<file path="config.mk">
export PLATFORM = sky130hd
export DESIGN_NAME = hbd_sequencer
export DESIGN_NICKNAME = d
export VERILOG_FILES = /design/src/inc/hbd_pkg.sv /design/src/logic/hbd_deadtime.sv /design/src/logic/hbd_sequencer.sv
export SDC_FILE = /design/constraint.sdc
export NUM_CORES = 1
export LEC_CHECK = 0
export BUFFER_PORTS_ARGS = -buffer_cell sky130_fd_sc_hd__buf_2
export CAP_MARGIN = 20
export CORE_ASPECT_RATIO = 2
export CORE_UTILIZATION = 23
export DETAILED_ROUTE_END_ITERATION = 8
export GPL_ROUTABILITY_DRIVEN = 0
export PLACE_DENSITY_LB_ADDON = 0.3
export SETUP_SLACK_MARGIN = 0.4
export SKIP_CTS_REPAIR_TIMING = 1
export SLEW_MARGIN = 10
export SYNTH_ARGS = -nofsm -noshare
export SYNTH_HDL_FRONTEND = slang
export SYNTH_SLANG_ARGS = --single-unit
</file>
<file path="constraint.sdc">
create_clock -name mclk_i -period 2.2 [get_ports mclk_i]
set_input_delay 0.55 -clock mclk_i [delete_from_list [all_inputs] [get_ports mclk_i]]
set_output_delay 0.55 -clock mclk_i [all_outputs]
set_load 0.005 [all_outputs]
</file>
<file path="src/inc/hbd_pkg.sv">
// Purpose: shared constants and carriers of the half-bridge sequencer
// Assumes: one 250 MHz clock, synchronous active-high reset
// Notes:   deadtime is the nominal figure, rounded up to whole cycles
package hbd_pkg;

  // ---------------------------------------------------------------
  // timing
  // ---------------------------------------------------------------
  localparam int CLK_PERIOD_NS = 4;     // 250 MHz
  localparam int DEADTIME_NS   = 1100;  // nominal deadtime interval
  localparam int DEADTIME_CYC  =
    (DEADTIME_NS + CLK_PERIOD_NS - 1) / CLK_PERIOD_NS;
  localparam int DT_W          = 9;     // counter width for deadtime

  // ---------------------------------------------------------------
  // comparator input positions in the synchroniser vector
  // ---------------------------------------------------------------
  localparam int IN_N          = 4;
  localparam int IN_SUPPLY     = 0;     // supply at start-up threshold
  localparam int IN_LOWER      = 1;     // ramp above lower threshold
  localparam int IN_UPPER      = 2;     // ramp above upper threshold
  localparam int IN_SHUTDOWN   = 3;     // node below shutdown threshold

  // ---------------------------------------------------------------
  // sequencer states, one-hot
  // ---------------------------------------------------------------
  typedef enum logic [5:0] {
    ST_LOCK    = 6'h01,  // supply lockout
    ST_CHARGE  = 6'h02,  // ramp charging towards lower threshold
    ST_DT_LOW  = 6'h04,  // deadtime before low side
    ST_LOW_ON  = 6'h08,  // low side driven
    ST_DT_HIGH = 6'h10,  // deadtime before high side
    ST_HIGH_ON = 6'h20   // high side driven
  } hbd_state_e;

  localparam hbd_state_e RST_STATE = ST_LOCK;

  // ---------------------------------------------------------------
  // state carriers
  // ---------------------------------------------------------------
  typedef struct packed {
    logic [DT_W-1:0] cnt;   // remaining deadtime cycles
    logic            done;  // one-cycle end-of-deadtime pulse
  } hbd_dt_s;

  typedef struct packed {
    logic [IN_N-1:0] sync1;    // first synchroniser stage
    logic [IN_N-1:0] sync2;    // second synchroniser stage
    hbd_state_e      state;
    logic            hs;       // high-side gate
    logic            ls;       // low-side gate
    logic            res_drv;  // timing resistor drive, 1 = high
    logic            boot;     // bootstrap switch enable
    logic            lock;     // lockout status
    logic            low_seen; // a low pulse happened since lockout
    logic [DT_W-1:0] off_cnt;  // cycles with both gates off
  } hbd_seq_s;

endpackage

</file>
<file path="src/logic/hbd_deadtime.sv">
// Purpose: deadtime interval timer for the half-bridge sequencer
// Assumes: start_i and abort_i come from logic on the same clock
// Notes:   done_o pulses once, DT_CYC+1 cycles after start_i
`timescale 1ns/1ps
module hbd_deadtime #(
  parameter int DT_CYC = hbd_pkg::DEADTIME_CYC
) (
  // clock and reset
  input  wire logic mclk_i,
  input  wire logic sys_rst_i,
  // control
  input  wire logic start_i,
  input  wire logic abort_i,
  // status
  output logic      done_o
);

  hbd_pkg::hbd_dt_s dt_reg;
  hbd_pkg::hbd_dt_s dt_next;

  // ---------------------------------------------------------------
  // countdown; start wins over abort so a restart is never dropped
  // ---------------------------------------------------------------
  always_comb begin
    dt_next      = dt_reg;
    dt_next.done = 1'b0;
    if (start_i) begin
      dt_next.cnt = hbd_pkg::DT_W'(DT_CYC);
    end else if (abort_i) begin
      dt_next.cnt = '0;
    end else if (dt_reg.cnt != '0) begin
      dt_next.cnt  = dt_reg.cnt - 1'b1;
      dt_next.done = (dt_reg.cnt == hbd_pkg::DT_W'(1));
    end
  end

  // register stage
  always_ff @(posedge mclk_i) begin
    if (sys_rst_i) begin
      dt_reg <= '0;
    end else begin
      dt_reg <= dt_next;
    end
  end

  assign done_o = dt_reg.done;

  // done is still low eight cycles after a start that runs on with no restart or abort
  property p_dt_len;
    @(posedge mclk_i) disable iff (sys_rst_i)
      (start_i && !abort_i) ##1 (!start_i && !abort_i) [*8]
        |-> !done_o;
  endproperty
  a_dt_len: assert property (p_dt_len)
    else $error("deadtime ended too early");

endmodule

</file>
<file path="src/logic/hbd_sequencer.sv">
// Purpose: gate sequencing of a self-oscillating half-bridge driver
// Assumes: comparator levels arrive asynchronously from analog pins
// Notes:   all outputs registered; deadtime nominal, rounded up
//
// Behaviour
// - below start-up threshold both gate outputs stay low.
// - reaching start-up threshold ends lockout and starts alternation.
// - first gate pulse after lockout is always on the low side.
// - leaving lockout drives the timing resistor high to charge.
// - first lower-threshold crossing turns low side on after deadtime.
// - upper threshold: low off, resistor low, deadtime, then high on.
// - falling to lower threshold: high off, resistor high, then low on.
// - deadtime between one gate off and the other on is 1.1 us.
// - node below shutdown threshold stops oscillation, gates off.
// - shutdown releases itself once the ramp reaches lower threshold.
// - during lockout the timing resistor drive is held low.
`timescale 1ns/1ps
module hbd_sequencer #(
  parameter int DT_CYC = hbd_pkg::DEADTIME_CYC
) (
  // clock and reset
  input  wire logic mclk_i,
  input  wire logic sys_rst_i,
  // comparator levels from the analog front end
  input  wire logic supply_good_i,
  input  wire logic ramp_above_lower_i,
  input  wire logic ramp_above_upper_i,
  input  wire logic node_below_shutdown_i,
  // gate drives
  output logic      high_side_gate_out_o,
  output logic      low_side_gate_out_o,
  // timing network and bootstrap
  output logic      timing_resistor_drive_o,
  output logic      bootstrap_en_o,
  // status
  output logic      supply_lockout_state_o
);

  hbd_pkg::hbd_seq_s st_reg;
  hbd_pkg::hbd_seq_s st_next;
  logic              dt_done;
  logic              dt_start;
  logic              dt_abort;
  logic              supply_ok;
  logic              above_lower;
  logic              above_upper;
  logic              shutdown;

  // ---------------------------------------------------------------
  // synchronised comparator levels, read only from the second stage
  // ---------------------------------------------------------------
  assign supply_ok   = st_reg.sync2[hbd_pkg::IN_SUPPLY];
  assign above_lower = st_reg.sync2[hbd_pkg::IN_LOWER];
  assign above_upper = st_reg.sync2[hbd_pkg::IN_UPPER];
  assign shutdown    = st_reg.sync2[hbd_pkg::IN_SHUTDOWN];

  // ---------------------------------------------------------------
  // deadtime timer
  // ---------------------------------------------------------------
  hbd_deadtime #(
    .DT_CYC (DT_CYC)
  ) u_deadtime (
    .mclk_i    (mclk_i),
    .sys_rst_i (sys_rst_i),
    .start_i   (dt_start),
    .abort_i   (dt_abort),
    .done_o    (dt_done)
  );

  // ---------------------------------------------------------------
  // next-state logic; lockout beats shutdown beats ramp events
  // ---------------------------------------------------------------
  always_comb begin
    st_next       = st_reg;
    st_next.sync1 = {node_below_shutdown_i, ramp_above_upper_i,
                     ramp_above_lower_i, supply_good_i};
    st_next.sync2 = st_reg.sync1;
    dt_start      = 1'b0;
    dt_abort      = 1'b0;
    if (!supply_ok) begin
      st_next.state = hbd_pkg::ST_LOCK;
      dt_abort      = 1'b1;
    end else if (shutdown && st_reg.state != hbd_pkg::ST_LOCK) begin
      // not latched: restart only through the normal ramp path
      st_next.state = hbd_pkg::ST_CHARGE;
      dt_abort      = 1'b1;
    end else begin
      case (st_reg.state)
        hbd_pkg::ST_LOCK: begin
          st_next.state = hbd_pkg::ST_CHARGE;
        end
        hbd_pkg::ST_CHARGE: begin
          if (above_lower) begin
            st_next.state = hbd_pkg::ST_DT_LOW;
            dt_start      = 1'b1;
          end
        end
        hbd_pkg::ST_DT_LOW: begin
          if (dt_done) begin
            st_next.state = hbd_pkg::ST_LOW_ON;
          end
        end
        hbd_pkg::ST_LOW_ON: begin
          if (above_upper) begin
            st_next.state = hbd_pkg::ST_DT_HIGH;
            dt_start      = 1'b1;
          end
        end
        hbd_pkg::ST_DT_HIGH: begin
          if (dt_done) begin
            st_next.state = hbd_pkg::ST_HIGH_ON;
          end
        end
        hbd_pkg::ST_HIGH_ON: begin
          if (!above_lower) begin
            st_next.state = hbd_pkg::ST_DT_LOW;
            dt_start      = 1'b1;
          end
        end
        default: begin
          st_next.state = hbd_pkg::ST_LOCK;
          dt_abort      = 1'b1;
        end
      endcase
    end
    // outputs decoded from the next state so they leave a flip-flop
    st_next.ls   = (st_next.state == hbd_pkg::ST_LOW_ON);
    st_next.hs   = (st_next.state == hbd_pkg::ST_HIGH_ON);
    st_next.boot = st_next.ls;
    st_next.lock = (st_next.state == hbd_pkg::ST_LOCK);
    // resistor low in lockout and while discharging towards lower
    st_next.res_drv = !(st_next.lock ||
                     st_next.state == hbd_pkg::ST_DT_HIGH ||
                     st_next.state == hbd_pkg::ST_HIGH_ON);
    // checking helpers
    st_next.low_seen = !st_next.lock && (st_reg.low_seen || st_next.ls);
    if (st_reg.ls || st_reg.hs) begin
      st_next.off_cnt = '0;
    end else if (st_reg.off_cnt != '1) begin
      st_next.off_cnt = st_reg.off_cnt + 1'b1;
    end
  end

  // register stage; reset leaves the driver in lockout, gates off
  always_ff @(posedge mclk_i) begin
    if (sys_rst_i) begin
      st_reg         <= '0;
      st_reg.state   <= hbd_pkg::RST_STATE;
      st_reg.lock    <= 1'b1;
      st_reg.off_cnt <= '1;
    end else begin
      st_reg <= st_next;
    end
  end

  assign high_side_gate_out_o    = st_reg.hs;
  assign low_side_gate_out_o     = st_reg.ls;
  assign timing_resistor_drive_o = st_reg.res_drv;
  assign bootstrap_en_o          = st_reg.boot;
  assign supply_lockout_state_o  = st_reg.lock;

  // ---------------------------------------------------------------
  // checks
  // ---------------------------------------------------------------
  property p_lock_off;
    @(posedge mclk_i) disable iff (sys_rst_i)
      !supply_ok |=> !st_reg.hs && !st_reg.ls && !st_reg.res_drv;
  endproperty
  a_lock_off: assert property (p_lock_off)
    else $error("gate or resistor active in lockout");

  property p_start;
    @(posedge mclk_i) disable iff (sys_rst_i)
      (st_reg.lock && supply_ok && !shutdown)
        |=> st_reg.res_drv ##1 !st_reg.hs;
  endproperty
  a_start: assert property (p_start)
    else $error("no charging after lockout released");

  property p_boot;
    @(posedge mclk_i) disable iff (sys_rst_i)
      st_reg.boot == st_reg.ls;
  endproperty
  a_boot: assert property (p_boot)
    else $error("bootstrap switch not tied to low side");

  property p_first_low;
    @(posedge mclk_i) disable iff (sys_rst_i)
      st_reg.hs |-> st_reg.low_seen;
  endproperty
  a_first_low: assert property (p_first_low)
    else $error("high side pulsed before any low pulse");

  property p_deadtime;
    @(posedge mclk_i) disable iff (sys_rst_i)
      ($rose(st_reg.ls) || $rose(st_reg.hs))
        |-> st_reg.off_cnt >= hbd_pkg::DT_W'(DT_CYC);
  endproperty
  a_deadtime: assert property (p_deadtime)
    else $error("deadtime shorter than interval");

  property p_upper;
    @(posedge mclk_i) disable iff (sys_rst_i)
      (st_reg.ls && above_upper && supply_ok)
        |=> !st_reg.ls && !st_reg.res_drv;
  endproperty
  a_upper: assert property (p_upper)
    else $error("upper threshold did not end low pulse");

  property p_lower;
    @(posedge mclk_i) disable iff (sys_rst_i)
      (st_reg.hs && !above_lower && supply_ok)
        |=> !st_reg.hs && st_reg.res_drv;
  endproperty
  a_lower: assert property (p_lower)
    else $error("lower threshold did not end high pulse");

  property p_shutdown;
    @(posedge mclk_i) disable iff (sys_rst_i)
      shutdown |=> !st_reg.ls && !st_reg.hs && !st_reg.boot;
  endproperty
  a_shutdown: assert property (p_shutdown)
    else $error("gate active during shutdown");

  property p_resume;
    @(posedge mclk_i) disable iff (sys_rst_i)
      (st_reg.state == hbd_pkg::ST_CHARGE && supply_ok && !shutdown
        && above_lower) |=> st_reg.state == hbd_pkg::ST_DT_LOW;
  endproperty
  a_resume: assert property (p_resume)
    else $error("no restart after shutdown release");

  property p_exclusive;
    @(posedge mclk_i) disable iff (sys_rst_i)
      !(st_reg.hs && st_reg.ls);
  endproperty
  a_exclusive: assert property (p_exclusive)
    else $error("both gates on together");

endmodule

</file>
==> results.json <==
{
  "syn_inst": 145,
  "initial_core_util_pct": 23.7,
  "async_reset_ff_share_pct": 0,
  "rows": 40,
  "core_area_mm2": 0.00601,
  "yosys_most_used_dff": "dfxtp_1",
  "syn-cell-area_mm2": 0.00142,
  "finalCriticalPeriod_ns": 1.75,
  "hold_viol": 0,
  "grt_first_pass_wirelength_um": 4670,
  "path_class": "flip-flop to flip-flop",
  "drc": 0,
  "synth.top_cell.area_share_pct": 39.4,
  "fill_cells": 665,
  "clock.fmax_ghz": 0.572,
  "clockBufferDepth": 2,
  "largest_register_ffs": 9,
  "drtIter0Drc": 32,
  "grt_max_degree": 20,
  "maxCapViolCount": 0,
  "dp_cells": 210,
  "end_kind": "flip-flop",
  "postRouteAntennaNets": 0,
  "synth_top_area_cell": "dfxtp_1",
  "grt_setup_unrepaired": "true",
  "via_count": 1063,
  "max-vdd-ir-drop_v": 0.000383,
  "totalWireLength_um": 3040,
  "port_buffers": 10,
  "track_usage_pct": 9.41,
  "synthDistinctLibCells": 49,
  "synth_top_cells_by_area": "dfxtp_1 (39%), nor2b_1 (4.4%), a211oi_1 (3.7%), nor3_1 (3.5%), buf_6 (3.2%)",
  "required_ns": 2.36,
  "slew_violations": 0,
  "die_w_um": 57.6,
  "io_pins": 11,
  "yosys_warnings": 0,
  "grt_pass1_vias": 994,
  "n_antenna_cell": 0,
  "dr.pass1.iters": 4,
  "hp-class": "flip-flop to flip-flop",
  "viasPerCell": 4.92,
  "max-slew-margin-rel_pct": 57.4,
  "setup.worst_path.start_class": "flip-flop",
  "synth_edf_count": 0,
  "clkTransAtPathRegs_ns": 0.07,
  "syn_to_final_growth_pct": 16.6,
  "cts.sinks": 28,
  "cts-root-buf": "clkbuf_16",
  "wl_per_cell_um": 14.1,
  "tritoncts": "done",
  "finalCritPeriodShare_pct": 79.5,
  "fin_worst_skew_ns": 0.00371,
  "cts-buffers-inserted": 3,
  "power.leakage_nw": 0.566,
  "dpl.hpwl_um": 2400,
  "finalSetupTns_ns": 0,
  "die_height_um": 113,
  "overflow": 0,
  "worst_pin_slew_ns": 0.634,
  "power_density_mw_per_mm2": 654,
  "antenna_found_initial": 0,
  "syn_nets": 154,
  "ys_ff_latch": 28,
  "status": "finished clean",
  "setup_viol": 0,
  "seq_area_frac_synth_pct": 39.4,
  "crit_fanout": 9,
  "finish.net_count": 163,
  "synth_area_per_cell_um2": 9.82,
  "clock_latency_ns": 0.26,
  "arrival_ns": 1.91,
  "die_area_mm2": 0.00653,
  "layoutNonFillerInstCount": 216,
  "drive_above_1_share_pct": 28.8,
  "htreeDepth": 1
}
[path summary, 6_finish.rpt]
check	endpoint	start	cells past startpoint	slack (ns)
setup / recovery	st_reg[19]	st_reg[19]	4	0.45
hold / removal	above_upper	st_next[23]	1	0.44
setup reg to reg	st_reg[19]	st_reg[19]	4	0.45
hold reg to reg	above_upper	st_next[23]	1	0.44
[placed cells by master, fill, tap and decap left out, drive strengths merged, types with 4 or more instances in the layout]
cell type  synthesis  layout
nand2              5       5
or4                4       4
a211oi             7       7
dfxtp             28      28
nor2               7       7
nor3              10      10
nand2b             4       4
nor2b             10      10
nand3b             4       4
a21oi              7       7
buf                8      13
o31ai              4       4
[synth_stat cells, types with 2 or more instances]
| cell type | number |
|---|---|
| dfxtp_1 | 28 |
| nor2b_1 | 10 |
| nor3_1 | 10 |
| a211oi_1 | 7 |
| a21oi_1 | 7 |
| nor2_1 | 7 |
| buf_6 | 4 |
| nand2_1 | 4 |
| nand2b_1 | 4 |
| nand3b_1 | 4 |
| o31ai_1 | 4 |
| ha_1 | 3 |
| inv_1 | 3 |
| nand4_1 | 3 |
| or4_1 | 3 |
| xnor2_1 | 3 |
| buf_2 | 2 |
| buf_4 | 2 |
| mux2i_1 | 2 |
| nand3_1 | 2 |
| nor3b_1 | 2 |
| nor4_1 | 2 |
| o21a_1 | 2 |
| o22ai_1 | 2 |
[layout make-up]
type	count	area (um^2)	share of cell area [%]
clock inverter	1	30.0	1.81
multi-input combinational	105	823	49.6
sequential	28	569	34.3
tap	63	78.8	4.75
timing repair buffer	13	72.6	4.37
inverter	3	11.3	0.678
clock buffer	3	75.1	4.52
[layer usage]
metal  vias to the layer above  track usage [%]  wire length [um]
met5                         -                0                 0
met4                         0             4.07                53
met3                         6             1.03                25
met2                        10             20.4              1940
met1                       499             7.72              1020
li1                        548                -                 -
[critical path: stages (launching register included)]
cell	delay [ns]
dfxtp_2	0.37
or4_4	0.58
o21ai_4	0.31
nand2_4	0.14
nor3_1	0.25
[logic make-up (layout without fill, tap and decap cells)]
kind of cell	after synthesis	in the layout	synth area share, %
AO/OA/AOI/OAI	31	31	16.7
flip-flops	28	28	39.4
adder cells (fa/ha/maj)	3	3	2.64
XOR/XNOR	4	4	2.46
buffers and inverters	12	20	5.97
AND/OR/NAND/NOR	64	64	30.7
multiplexers	3	3	2.20
[power by group]
group	total [W]	leakage, nW	switching [W]	internal [W]
clock	0.000530	0.0511	0.000168	0.000362
combinational	0.0000337	0.285	0.0000186	0.0000151
sequential	0.000522	0.230	0.00000685	0.000516
total	0.00109	0.566	0.000194	0.000893
[metrics by stage]
stage / hold slack (ns) / total power (W) / setup slack (ns) / cell area [um^2] / util, %
finish: 0.439 / 0.00109 / 0.450 / 1660 / 27.6
global placement: 0.423 / 0.000567 / 0.274 / 1490 / 24.8
detailed placement: 0.426 / 0.000567 / 0.245 / 1490 / 24.8
floorplan: 0.414 / 0.000558 / 0.525 / 1420 / -
global route: 0.463 / 0.00113 / 0.396 / 1660 / 27.6
CTS: 0.445 / 0.00110 / 0.233 / 1590 / 26.5
(Power assumes the default switching activity.)
